### config.mk
export PLATFORM = sky130hd
export DESIGN_NAME = sfc_top
export DESIGN_NICKNAME = d
export VERILOG_FILES = /design/src/rtl/sfc_pkg.sv /design/src/rtl/sfc_top.sv /design/src/rtl/sfc_baud.sv /design/src/rtl/sfc_rx.sv
export SDC_FILE = /design/constraint.sdc
export NUM_CORES = 1
export LEC_CHECK = 0
export BUFFER_PORTS_ARGS = -buffer_cell sky130_fd_sc_hd__buf_4
export CAP_MARGIN = 0
export CORE_MARGIN = 2
export CORE_UTILIZATION = 25
export CTS_CLUSTER_DIAMETER = 50
export CTS_CLUSTER_SIZE = 8
export DETAILED_ROUTE_END_ITERATION = 6
export SYNTH_ARGS = -nofsm -noshare
export SYNTH_HDL_FRONTEND = slang
export SYNTH_SLANG_ARGS = --single-unit
### constraint.sdc
create_clock -name clock_i -period 1.97 [get_ports clock_i]
set_input_delay 0.197 -clock clock_i [delete_from_list [all_inputs] [get_ports clock_i]]
set_output_delay 0.197 -clock clock_i [all_outputs]
set_load 0.01 [all_outputs]
### src/rtl/sfc_pkg.sv
// Purpose: Shared constants and types for the serial frame and control block.
// Assumes: Avalon-MM slave with 32-bit data, 8-bit registers in the low byte.
// Notes: Offsets are byte addresses of aligned words.
package sfc_pkg;

  // ==========================================================================
  // Register map
  localparam logic [4:0] SFC_FORMAT_OFS = 5'h00;
  localparam logic [4:0] SFC_CTRL_OFS = 5'h04;
  localparam logic [4:0] SFC_FLAGS_OFS = 5'h08;
  localparam logic [4:0] SFC_TXHOLD_OFS = 5'h0C;
  localparam logic [4:0] SFC_RXHOLD_OFS = 5'h10;

  // ==========================================================================
  // Values after reset
  localparam logic [7:0] SFC_FORMAT_RST = 8'h00;
  localparam logic [7:0] SFC_CTRL_RST = 8'h00;
  localparam logic [7:0] SFC_TXHOLD_RST = 8'hFF;
  localparam logic [7:0] SFC_RXHOLD_RST = 8'h00;

  // ==========================================================================
  // Field positions in the flags register
  localparam int SFC_TXE_BIT = 7;
  localparam int SFC_RXF_BIT = 6;
  localparam int SFC_OVR_BIT = 5;
  localparam int SFC_FRM_BIT = 4;
  localparam int SFC_PAR_BIT = 3;

  // ==========================================================================
  // Cycle counts
  localparam logic [3:0] SFC_OVS_LAST = 4'hF;  // 16 sample ticks per async bit
  localparam logic [3:0] SFC_HALF_LAST = 4'h7;  // Middle of the start bit
  localparam logic [2:0] SFC_SCK_HALF_LAST = 3'h7;  // 8 ticks per serial clock phase
  localparam logic [5:0] SFC_PRE16_LAST = 6'h0F;
  localparam logic [5:0] SFC_PRE64_LAST = 6'h3F;

  // ==========================================================================
  // Register layouts
  typedef struct packed {
    logic sync_mode_sel;
    logic char7_sel;
    logic parity_on;
    logic parity_odd_sel;
    logic stop_bit_count_sel;
    logic multiproc_mode_en;
    logic baud_src_sel_hi;
    logic baud_src_sel_lo;
  } sfc_format_type;

  typedef struct packed {
    logic tx_empty_irq_en;
    logic rx_irq_en;
    logic tx_enable;
    logic rx_on;
    logic mproc_irq_en;
    logic tx_done_irq_en;
    logic sck_pin_cfg_hi;
    logic sck_pin_cfg_lo;
  } sfc_ctrl_type;

  // Framing seen by the receiver
  typedef struct packed {
    logic sync_mode;
    logic char7;
    logic parity_en;
    logic parity_odd;
  } sfc_rx_cfg_type;

  typedef enum logic [2:0] {
    SFC_TX_IDLE,
    SFC_TX_START,
    SFC_TX_DATA,
    SFC_TX_PAR,
    SFC_TX_STOP1,
    SFC_TX_STOP2
  } sfc_tx_state_type;

  typedef enum logic [2:0] {
    SFC_RX_IDLE,
    SFC_RX_START,
    SFC_RX_DATA,
    SFC_RX_PAR,
    SFC_RX_STOP
  } sfc_rx_state_type;

endpackage : sfc_pkg

### src/rtl/sfc_top.sv
// Purpose: Serial frame format and control registers with tx framer.
// Assumes: Avalon-MM slave, one wait state per access; pins sampled here.
// Notes: Standby input clears the registers and framers as reset does; the bus slave's ack_q and rdata_q clear on reset only.
//
// The register addresses and the Avalon-MM slave port were decided locally.
`timescale 1ns/1ps
`default_nettype none
module sfc_top #(
  parameter int BAUD_DIV = 1
) (
  input wire logic clock_i,
  input wire logic sys_rst_i,
  input wire logic standby_i,
  input wire logic sub_mode_i,
  input wire logic subclk_i,
  input wire logic [4:0] avs_address_i,
  input wire logic avs_read_i,
  input wire logic avs_write_i,
  input wire logic [31:0] avs_writedata_i,
  input wire logic [3:0] avs_byteenable_i,
  output logic [31:0] avs_readdata_o,
  output logic avs_waitrequest_o,
  input wire logic rxd_i,
  output logic txd_o,
  output logic txd_oe_n_o,
  input wire logic sck_i,
  output logic sck_o,
  output logic sck_oe_n_o,
  output logic tx_empty_irq_o,
  output logic rx_full_irq_o,
  output logic rx_err_irq_o,
  output logic tx_done_irq_o
);

  logic clr;
  sfc_pkg::sfc_format_type fmt_q;
  sfc_pkg::sfc_ctrl_type ctl_q;
  logic [7:0] txhold_q, rxhold_q, tsr_q, rdata_q, flags;
  logic txe_q, rxf_q, ovr_q, frm_q, per_q;
  logic ack_q, req, wr_go, wr_lane;
  sfc_pkg::sfc_tx_state_type tx_state_q;
  logic [3:0] tx_cnt_q, tx_idx_q, tx_nbits;
  logic txd_q, tx_par_q, tx_bit, tx_load, tx_end;
  logic base_tick, tick;
  logic rxd_meta_q, rxd_sync_q, sck_meta_q, sck_sync_q, sck_prev_q;
  logic ext_rise, ext_fall, int_rise, int_fall, ser_rise, ser_fall;
  logic [2:0] ck_cnt_q;
  logic sck_q, ck_run, ck_toggle, parity_eff;
  logic rx_done, rx_ferr, rx_perr;
  logic [7:0] rx_data;
  sfc_pkg::sfc_rx_cfg_type rx_cfg;

  localparam int SFC_TXE_BIT = sfc_pkg::SFC_TXE_BIT;
  localparam sfc_pkg::sfc_tx_state_type SFC_TX_IDLE_C = sfc_pkg::SFC_TX_IDLE;

  // Standby clears like reset, except the bus slave's ack_q and rdata_q
  assign clr = sys_rst_i | standby_i;

  // ==========================================================================
  // Bus slave: one wait state, read data captured on the first cycle
  assign req = avs_read_i | avs_write_i;
  assign avs_waitrequest_o = req & ~ack_q;
  assign wr_go = avs_write_i & ack_q;
  assign wr_lane = wr_go & avs_byteenable_i[0];
  assign avs_readdata_o = {24'h000000, rdata_q};

  always_ff @(posedge clock_i) begin
    if (sys_rst_i) begin
      ack_q <= 1'b0;
    end else begin
      ack_q <= req & ~ack_q;
    end
  end

  function automatic logic hit(input logic [4:0] addr, input logic [4:0] ofs);
    hit = (addr == ofs);
  endfunction : hit

  assign flags = {txe_q, rxf_q, ovr_q, frm_q, per_q, tx_end, 2'b00};

  // Read mux; unmapped words read as zero
  always_ff @(posedge clock_i) begin
    if (sys_rst_i) begin
      rdata_q <= 8'h00;
    end else if (avs_read_i && !ack_q) begin
      if (hit(avs_address_i, sfc_pkg::SFC_FORMAT_OFS)) begin
        rdata_q <= fmt_q;
      end else if (hit(avs_address_i, sfc_pkg::SFC_CTRL_OFS)) begin
        rdata_q <= ctl_q;
      end else if (hit(avs_address_i, sfc_pkg::SFC_FLAGS_OFS)) begin
        rdata_q <= flags;
      end else if (hit(avs_address_i, sfc_pkg::SFC_TXHOLD_OFS)) begin
        rdata_q <= txhold_q;
      end else if (hit(avs_address_i, sfc_pkg::SFC_RXHOLD_OFS)) begin
        rdata_q <= rxhold_q;
      end else begin
        rdata_q <= 8'h00;
      end
    end
  end

  // Format and control registers
  always_ff @(posedge clock_i) begin
    if (clr) begin
      fmt_q <= sfc_pkg::SFC_FORMAT_RST;
      ctl_q <= sfc_pkg::SFC_CTRL_RST;
    end else if (wr_lane) begin
      if (hit(avs_address_i, sfc_pkg::SFC_FORMAT_OFS)) begin
        fmt_q <= avs_writedata_i[7:0];
      end else if (hit(avs_address_i, sfc_pkg::SFC_CTRL_OFS)) begin
        ctl_q <= avs_writedata_i[7:0];
      end
    end
  end

  // Transmit holding register
  always_ff @(posedge clock_i) begin
    if (clr) begin
      txhold_q <= sfc_pkg::SFC_TXHOLD_RST;
    end else if (wr_lane && hit(avs_address_i, sfc_pkg::SFC_TXHOLD_OFS)) begin
      txhold_q <= avs_writedata_i[7:0];
    end
  end

  // ==========================================================================
  // Transmit empty flag: set beats clear
  always_ff @(posedge clock_i) begin
    if (clr || !ctl_q.tx_enable) begin
      txe_q <= 1'b1;
    end else if (tx_load) begin
      txe_q <= 1'b1;
    end else if (wr_lane && hit(avs_address_i, sfc_pkg::SFC_TXHOLD_OFS)) begin
      txe_q <= 1'b0;
    end else if (wr_lane && hit(avs_address_i, sfc_pkg::SFC_FLAGS_OFS)
                 && !avs_writedata_i[SFC_TXE_BIT]) begin
      txe_q <= 1'b0;
    end
  end

  // Receive flags; a clear of rx_on leaves them alone
  always_ff @(posedge clock_i) begin
    if (clr) begin
      rxf_q <= 1'b0;
      ovr_q <= 1'b0;
      frm_q <= 1'b0;
      per_q <= 1'b0;
      rxhold_q <= sfc_pkg::SFC_RXHOLD_RST;
    end else begin
      if (wr_lane && hit(avs_address_i, sfc_pkg::SFC_FLAGS_OFS)) begin
        rxf_q <= rxf_q & avs_writedata_i[sfc_pkg::SFC_RXF_BIT];
        ovr_q <= ovr_q & avs_writedata_i[sfc_pkg::SFC_OVR_BIT];
        frm_q <= frm_q & avs_writedata_i[sfc_pkg::SFC_FRM_BIT];
        per_q <= per_q & avs_writedata_i[sfc_pkg::SFC_PAR_BIT];
      end
      if (rx_done) begin
        if (rxf_q) begin
          ovr_q <= 1'b1;
        end else begin
          rxf_q <= 1'b1;
          rxhold_q <= rx_data;
          frm_q <= rx_ferr;
          per_q <= rx_perr;
        end
      end
    end
  end

  // ==========================================================================
  // Interrupt requests, level while flag and enable both stand
  assign tx_empty_irq_o = ctl_q.tx_empty_irq_en & txe_q;
  assign rx_full_irq_o = ctl_q.rx_irq_en & rxf_q;
  assign rx_err_irq_o = ctl_q.rx_irq_en & (ovr_q | frm_q | per_q);
  assign tx_done_irq_o = ctl_q.tx_done_irq_en & tx_end;

  // ==========================================================================
  // Clocking: baud source, external clock pin and internal serial clock
  sfc_baud #(
    .BAUD_DIV(BAUD_DIV)
  ) u_baud (
    .clock_i(clock_i),
    .sys_rst_i(clr),
    .src_sel_i({fmt_q.baud_src_sel_hi, fmt_q.baud_src_sel_lo}),
    .sub_mode_i(sub_mode_i),
    .subclk_i(subclk_i),
    .sample_tick_o(base_tick)
  );

  // Pin synchronisers; edge detect reads only the second stage onward
  always_ff @(posedge clock_i) begin
    rxd_meta_q <= rxd_i;
    rxd_sync_q <= rxd_meta_q;
    sck_meta_q <= sck_i;
    sck_sync_q <= sck_meta_q;
    sck_prev_q <= sck_sync_q;
  end
  assign ext_rise = sck_sync_q & ~sck_prev_q;
  assign ext_fall = ~sck_sync_q & sck_prev_q;

  // Async external clock runs at 16 times the bit rate
  assign tick = (!fmt_q.sync_mode_sel && ctl_q.sck_pin_cfg_hi) ? ext_rise : base_tick;

  // Internal clock: async bit-rate output, or sync clock while sending
  assign ck_run = fmt_q.sync_mode_sel ? (!ctl_q.sck_pin_cfg_hi && tx_state_q != SFC_TX_IDLE_C)
                : (!ctl_q.sck_pin_cfg_hi && ctl_q.sck_pin_cfg_lo);
  assign ck_toggle = ck_run & tick & (ck_cnt_q == sfc_pkg::SFC_SCK_HALF_LAST);
  assign int_fall = ck_toggle & sck_q;
  assign int_rise = ck_toggle & ~sck_q;
  assign ser_rise = ctl_q.sck_pin_cfg_hi ? ext_rise : int_rise;
  assign ser_fall = ctl_q.sck_pin_cfg_hi ? ext_fall : int_fall;

  always_ff @(posedge clock_i) begin
    if (clr || !ck_run) begin
      ck_cnt_q <= 3'h0;
      sck_q <= 1'b1;
    end else if (tick) begin
      ck_cnt_q <= ck_cnt_q + 3'h1;
      if (ck_toggle) begin
        sck_q <= ~sck_q;
      end
    end
  end

  assign sck_o = sck_q;
  assign sck_oe_n_o = ~((fmt_q.sync_mode_sel && !ctl_q.sck_pin_cfg_hi) ||
                        (!fmt_q.sync_mode_sel && ck_run));

  // ==========================================================================
  // Transmit framer
  // Parity follows the multiprocessor bit as written; sync never has parity
  assign parity_eff = !fmt_q.sync_mode_sel & fmt_q.multiproc_mode_en
                    & fmt_q.parity_on;
  assign tx_nbits = (!fmt_q.sync_mode_sel && fmt_q.char7_sel) ? 4'h7 : 4'h8;
  assign tx_load = ctl_q.tx_enable & !txe_q & (tx_state_q == SFC_TX_IDLE_C);
  assign tx_bit = tick & (tx_cnt_q == sfc_pkg::SFC_OVS_LAST);
  assign tx_end = (tx_state_q == SFC_TX_IDLE_C) & txe_q;

  always_ff @(posedge clock_i) begin
    if (clr || !ctl_q.tx_enable) begin
      tx_state_q <= sfc_pkg::SFC_TX_IDLE;
      tx_cnt_q <= 4'h0;
      tx_idx_q <= 4'h0;
      tsr_q <= 8'hFF;
      tx_par_q <= 1'b0;
      txd_q <= 1'b1;
    end else begin
      if (tick) begin
        tx_cnt_q <= tx_cnt_q + 4'h1;
      end
      case (tx_state_q)
        sfc_pkg::SFC_TX_IDLE: begin
          if (tx_load) begin
            tsr_q <= txhold_q;
            tx_par_q <= (^(txhold_q & (fmt_q.char7_sel ? 8'h7F : 8'hFF)))
                        ^ fmt_q.parity_odd_sel;
            tx_cnt_q <= 4'h0;
            tx_idx_q <= 4'h0;
            if (fmt_q.sync_mode_sel) begin
              tx_state_q <= sfc_pkg::SFC_TX_DATA;
            end else begin
              txd_q <= 1'b0;
              tx_state_q <= sfc_pkg::SFC_TX_START;
            end
          end
        end
        sfc_pkg::SFC_TX_START: begin
          if (tx_bit) begin
            txd_q <= tsr_q[0];
            tsr_q <= {1'b1, tsr_q[7:1]};
            tx_idx_q <= 4'h1;
            tx_state_q <= sfc_pkg::SFC_TX_DATA;
          end
        end
        sfc_pkg::SFC_TX_DATA: begin
          if (fmt_q.sync_mode_sel) begin
            if (ser_fall && tx_idx_q != 4'h8) begin
              txd_q <= tsr_q[0];
              tsr_q <= {1'b1, tsr_q[7:1]};
              tx_idx_q <= tx_idx_q + 4'h1;
            end else if (ser_rise && tx_idx_q == 4'h8) begin
              tx_state_q <= sfc_pkg::SFC_TX_IDLE;
            end
          end else if (tx_bit) begin
            if (tx_idx_q == tx_nbits) begin
              txd_q <= parity_eff ? tx_par_q : 1'b1;
              tx_state_q <= parity_eff ? sfc_pkg::SFC_TX_PAR : sfc_pkg::SFC_TX_STOP1;
            end else begin
              txd_q <= tsr_q[0];
              tsr_q <= {1'b1, tsr_q[7:1]};
              tx_idx_q <= tx_idx_q + 4'h1;
            end
          end
        end
        sfc_pkg::SFC_TX_PAR: begin
          if (tx_bit) begin
            txd_q <= 1'b1;
            tx_state_q <= sfc_pkg::SFC_TX_STOP1;
          end
        end
        sfc_pkg::SFC_TX_STOP1: begin
          if (tx_bit) begin
            tx_state_q <= fmt_q.stop_bit_count_sel ? sfc_pkg::SFC_TX_STOP2
                        : sfc_pkg::SFC_TX_IDLE;
          end
        end
        default: begin
          if (tx_bit) begin
            tx_state_q <= sfc_pkg::SFC_TX_IDLE;
          end
        end
      endcase
    end
  end

  // Released pin floats to the port function while transmit is off
  assign txd_o = ctl_q.tx_enable ? txd_q : 1'b1;
  assign txd_oe_n_o = ~ctl_q.tx_enable;

  // ==========================================================================
  // Receiver
  assign rx_cfg = '{sync_mode: fmt_q.sync_mode_sel, char7: fmt_q.char7_sel,
                    parity_en: parity_eff, parity_odd: fmt_q.parity_odd_sel};

  sfc_rx u_rx (
    .clock_i(clock_i),
    .sys_rst_i(clr),
    .enable_i(ctl_q.rx_on),
    .cfg_i(rx_cfg),
    .sample_tick_i(tick),
    .ser_rise_i(ser_rise),
    .rxd_i(rxd_sync_q),
    .done_o(rx_done),
    .data_o(rx_data),
    .frame_err_o(rx_ferr),
    .parity_err_o(rx_perr)
  );

endmodule : sfc_top
`default_nettype wire

### src/rtl/sfc_baud.sv
// Purpose: Baud generator source select and sample tick divider.
// Assumes: Subclock arrives asynchronously on a pin.
// Notes: Output is a one-cycle enable at 16 times the async bit rate.
`timescale 1ns/1ps
`default_nettype none
module sfc_baud #(
  parameter int BAUD_DIV = 1
) (
  input wire logic clock_i,
  input wire logic sys_rst_i,
  input wire logic [1:0] src_sel_i,
  input wire logic sub_mode_i,
  input wire logic subclk_i,
  output logic sample_tick_o
);

  if (BAUD_DIV < 1 || BAUD_DIV > 256) begin : g_bad_div
    $error("BAUD_DIV must lie in 1..256");
  end

  logic sub_meta_q, sub_sync_q, sub_prev_q, sub_half_q;
  logic [5:0] pre_q;
  logic [7:0] div_q;
  logic sub_edge, src_tick;

  // ==========================================================================
  // Subclock synchroniser and edge detect
  always_ff @(posedge clock_i) begin
    sub_meta_q <= subclk_i;
    sub_sync_q <= sub_meta_q;
    sub_prev_q <= sub_sync_q;
  end
  assign sub_edge = sub_sync_q & ~sub_prev_q;

  // Halves the subclock; the halved rate is used only while sub_mode_i is low, sub_mode_i high takes every edge
  always_ff @(posedge clock_i) begin
    if (sys_rst_i) begin
      sub_half_q <= 1'b0;
    end else if (sub_edge) begin
      sub_half_q <= ~sub_half_q;
    end
  end

  // Free prescaler for the divided system clock taps
  always_ff @(posedge clock_i) begin
    if (sys_rst_i) begin
      pre_q <= 6'h00;
    end else begin
      pre_q <= pre_q + 6'h01;
    end
  end

  // Source select
  always_comb begin
    case (src_sel_i)
      2'b00: src_tick = 1'b1;
      2'b01: src_tick = sub_edge & (sub_mode_i | sub_half_q);
      2'b10: src_tick = (pre_q[3:0] == sfc_pkg::SFC_PRE16_LAST[3:0]);
      default: src_tick = (pre_q == sfc_pkg::SFC_PRE64_LAST);
    endcase
  end

  localparam logic [7:0] DIV_LAST = 8'(BAUD_DIV - 1);

  // Rate divider standing in for the bit-rate setting
  always_ff @(posedge clock_i) begin
    if (sys_rst_i) begin
      div_q <= 8'h00;
      sample_tick_o <= 1'b0;
    end else begin
      sample_tick_o <= 1'b0;
      if (src_tick) begin
        if (div_q == DIV_LAST) begin
          div_q <= 8'h00;
          sample_tick_o <= 1'b1;
        end else begin
          div_q <= div_q + 8'h01;
        end
      end
    end
  end

endmodule : sfc_baud
`default_nettype wire

### src/rtl/sfc_rx.sv
// Purpose: Receive framer for async and clocked synchronous modes.
// Assumes: rxd_i is already synchronised; ticks are one-cycle enables.
// Notes: Only the first stop bit is looked at.
`timescale 1ns/1ps
`default_nettype none
module sfc_rx (
  input wire logic clock_i,
  input wire logic sys_rst_i,
  input wire logic enable_i,
  input wire sfc_pkg::sfc_rx_cfg_type cfg_i,
  input wire logic sample_tick_i,
  input wire logic ser_rise_i,
  input wire logic rxd_i,
  output logic done_o,
  output logic [7:0] data_o,
  output logic frame_err_o,
  output logic parity_err_o
);

  sfc_pkg::sfc_rx_state_type state_q;
  logic [3:0] cnt_q, idx_q, nbits;
  logic [7:0] shr_q;
  logic par_q, sample;

  assign nbits = cfg_i.sync_mode ? 4'h8 : (cfg_i.char7 ? 4'h7 : 4'h8);
  // Mid-bit in async, serial clock rise in sync
  assign sample = cfg_i.sync_mode ? ser_rise_i
                : (sample_tick_i && cnt_q == sfc_pkg::SFC_OVS_LAST);

  // ==========================================================================
  // Framing state machine, LSB first
  always_ff @(posedge clock_i) begin
    if (sys_rst_i || !enable_i) begin
      state_q <= sfc_pkg::SFC_RX_IDLE;
      cnt_q <= 4'h0;
      idx_q <= 4'h0;
      shr_q <= 8'h00;
      par_q <= 1'b0;
      done_o <= 1'b0;
      data_o <= 8'h00;
      frame_err_o <= 1'b0;
      parity_err_o <= 1'b0;
    end else begin
      done_o <= 1'b0;
      if (sample_tick_i) begin
        cnt_q <= cnt_q + 4'h1;
      end
      case (state_q)
        sfc_pkg::SFC_RX_IDLE: begin
          cnt_q <= 4'h0;
          idx_q <= 4'h0;
          par_q <= cfg_i.parity_odd;
          if (cfg_i.sync_mode && ser_rise_i) begin
            shr_q <= {rxd_i, shr_q[7:1]};
            idx_q <= 4'h1;
            state_q <= sfc_pkg::SFC_RX_DATA;
          end else if (!cfg_i.sync_mode && !rxd_i) begin
            state_q <= sfc_pkg::SFC_RX_START;
          end
        end
        sfc_pkg::SFC_RX_START: begin
          if (sample_tick_i && cnt_q == sfc_pkg::SFC_HALF_LAST) begin
            cnt_q <= 4'h0;
            state_q <= rxd_i ? sfc_pkg::SFC_RX_IDLE : sfc_pkg::SFC_RX_DATA;
          end
        end
        sfc_pkg::SFC_RX_DATA: begin
          if (sample) begin
            shr_q <= {rxd_i, shr_q[7:1]};
            par_q <= par_q ^ rxd_i;
            idx_q <= idx_q + 4'h1;
            if (idx_q + 4'h1 == nbits) begin
              if (cfg_i.sync_mode) begin
                done_o <= 1'b1;
                data_o <= {rxd_i, shr_q[7:1]};
                frame_err_o <= 1'b0;
                parity_err_o <= 1'b0;
                state_q <= sfc_pkg::SFC_RX_IDLE;
              end else begin
                state_q <= cfg_i.parity_en ? sfc_pkg::SFC_RX_PAR : sfc_pkg::SFC_RX_STOP;
              end
            end
          end
        end
        sfc_pkg::SFC_RX_PAR: begin
          if (sample) begin
            par_q <= par_q ^ rxd_i;
            state_q <= sfc_pkg::SFC_RX_STOP;
          end
        end
        default: begin
          // Second stop bit is never waited for
          if (sample) begin
            done_o <= 1'b1;
            data_o <= cfg_i.char7 ? {1'b0, shr_q[7:1]} : shr_q;
            frame_err_o <= ~rxd_i;
            parity_err_o <= cfg_i.parity_en & par_q;
            state_q <= sfc_pkg::SFC_RX_IDLE;
          end
        end
      endcase
    end
  end

endmodule : sfc_rx
`default_nettype wire

==> results.tsv <==
metric	value	unit
status	complete, but fails checks	
violations	negative setup slack	
antenna_found_initial	0	
fin_setup_tns	-0.6956	ns
die_y	161.0	um
syn_avg_cell_area	8.480	um2
ys_types	70	
synth_ff_type	dfxtp_1	
layout-drive-gt1-share	25.77	%
antenna_left	0	
grt-busiest-layer	met2	
synthArstFlopShare	0	%
clockBufferDepth	2	
r2r_slack	-0.09	ns
p_per_area	730.6	mW/mm2
h-tree-depth	4	
path_clk_slew	0.06	ns
endpoint	u_rx.data_o[1]	
setup_ws	-0.09333	ns
initial_utilization	25.42	%
netlist.area_leader.share	40.92	%
crit_path_start	u_rx.idx_q[1]	
vias	5508	
die_x	161.0	um
synthTopCellsByCount	dfxtp_1, nand2_1, nor2_1	
netlist_instances	727	
gp_congestion	0.8277	
grt_pass1_vias	4954	
pre_cts_slack	-0.1066	ns
synth_area_leaders	dfxtp_1, nand2_1, mux2i_1	
worstRegToRegCells	8	
reg2reg_to	u_rx.data_o[1]	
slew_viol_final	0	
crit_path_end_kind	register	
grt_use_total	12.31	%
grt_max_degree	36	
setup_viol	14	
slew_headroom	57.84	%
insertion_delay	0.42	ns
drcViolationCount	0	
use_met1	16.85	%
viasPerCell	4.724	
die_area	0.02593	mm2
rsz0062_at_grt	true	
cp_data_arrival_time	2.37	ns
worst_pin_slew	0.6311	ns
cts_tree	built	
hp-class	in -> reg	
syn2layout_area_growth	32.19	%
synth_seq_cells	126	
core_area	0.02425	mm2
drt_iter0_drc	394	
grt_use_met3	2.491	%
ys_seq_area_share	40.92	%
diodes	0	
startpoint_type	register	
grt_pass1_wl	25790	um
min_period	2.063	ns
io_buffers	39	
grt_use_met2	19.35	%
power	5.953	mW
hold_viol	0	
max_freq	0.4847	GHz
finalCritPeriodShare	104.7	%
cts.sinks	126	
worstPathRequired	2.28	ns
leakagePower	2.966	nW
yosysMostFrequentCell	dfxtp_1	
row_count	57	
utilization	33.61	%
yosysWarnings	0	
finalNetCount	889	
synth_edf_count	0	
worstReg2RegStart	u_rx.idx_q[1]	
first_pass_iters	5	
dp_hpwl	11520	um
skew	0.009959	ns
wl_per_cell	14.24	um
critPathKind	reg -> reg	
peakVddDrop	628.2	uV
maxCapViolCount	0	
critPathMaxFanout	9	
grt_overflow	0	
clock-root-buffer	clkbuf_16	
drt-total-wl	16610	um
yosysTopAreaCell	dfxtp_1	
numCtsBuffers	17	
synth_area	0.006165	mm2
ios	91	
==> critical path, cell delays in order, from the launching register on <==
cell and delay (ns):
dfxtp_2 0.33, ha_4 0.26, or3b_1 0.33, o31a_1 0.26
o21a_1 0.14, a211oi_4 0.23, buf_4 0.22, buf_4 0.13
a211oi_2 0.05
==> stage by stage <==
step / hold WS [ns] / std cells / area (um2)
floorplan: 0.2247 / 750 / 6251
global placement: 0.3014 / 1117 / 7117
detailed placement: 0.3026 / 1117 / 7117
CTS: 0.005263 / 1152 / 7772
global route: 0.02084 / 1166 / 8149
finish: 0.01476 / 1166 / 8149
==> sequential cells by signal (all words and copies together) (netlist names), 4 cells and up <==
signal        cells
u_rx.shr_q        8
u_baud.div_q      8
u_rx.cnt_q        4
rxhold_q          8
u_rx.idx_q        4
fmt_q             8
tx_cnt_q          4
txhold_q          8
tx_idx_q          4
u_baud.pre_q      6
ctl_q             8
rdata_q           8
tsr_q             8
u_rx.data_o       8
==> metal layers <==
layer  part of all wire, %  vias up
li1                      -     2757
met1                    48     2635
met2                    47       93
met3                   2.8       23
met4                   2.3        0
met5                     0        -
==> layout by cell type (no fill, tap or decap), types with 8 or more instances in the layout <==
| cell type | n |
|---|---|
| dfxtp_1 | 119 |
| buf_4 | 106 |
| nand2_1 | 98 |
| nor2_1 | 69 |
| a21oi_1 | 45 |
| nand3_1 | 37 |
| mux2i_1 | 29 |
| conb_1 | 24 |
| o21ai_0 | 23 |
| xnor2_1 | 20 |
| clkbuf_16 | 17 |
| nand2b_1 | 11 |
| xor2_1 | 11 |
| inv_1 | 9 |
| a21oi_2 | 9 |
| nor3_1 | 9 |
| ha_1 | 9 |
| buf_6 | 9 |
| a211oi_2 | 8 |
| a22oi_1 | 8 |
==> final cells by class <==
| class | count | area (um2) |
|---|---|---|
| clock buffer | 17 | 425.4 |
| clock inverter | 15 | 167.7 |
| fill | 2502 | 16100 |
| inverter | 9 | 33.78 |
| multi-input combinational | 554 | 3603 |
| sequential | 126 | 2531 |
| tap | 324 | 405.4 |
| timing repair buffer | 121 | 982.2 |
==> kinds of logic (layout without fill, tap and decap cells) <==
kind of cell | count (synthesis) | after routing | share of synthesized area (%)
DFF | 126 | 126 | 40.92
buffers and inverters | 73 | 162 | 6.515
other | 1 | 24 | 0.06083
and+or+nand+nor | 290 | 290 | 22.63
xor gates and xnor gates | 31 | 31 | 4.404
AOI/OAI and AO/OA | 166 | 169 | 18.49
muxes | 30 | 30 | 4.952
adders and majority gates | 10 | 10 | 2.030
==> worst min-delay path by stage <==
stage	startpoint	endpoint	cells after the start
finish	avs_writedata_i[0]	txhold_q[0]	3
global route	sys_rst_i	rdata_q[2]	2
CTS	avs_writedata_i[0]	txhold_q[0]	3
detailed placement	subclk_i	u_baud.sub_meta_q	1
global placement	subclk_i	u_baud.sub_meta_q	1
floorplan	rxd_i	rxd_meta_q	0
==> power breakdown <==
group | switching [mW] | internal, mW | total, mW
combinational | 0.129 | 0.100 | 0.229
clock | 1.33 | 1.80 | 3.14
sequential | 0.0160 | 2.57 | 2.59
total | 1.48 | 4.48 | 5.95
==> timing repair <==
| action | in CTS | in global routing |
|---|---|---|
| resized for setup | 6 | 78 |
| hold endpoints to repair | 3 | 0 |
| cloned | 0 | 4 |
| setup buffers | 0 | 12 |
| setup endpoints to repair | 25 | 42 |
| pin swaps | 2 | 17 |
| hold buffers | 3 | 0 |
No activity file was read; power rests on OpenSTA's default activity.
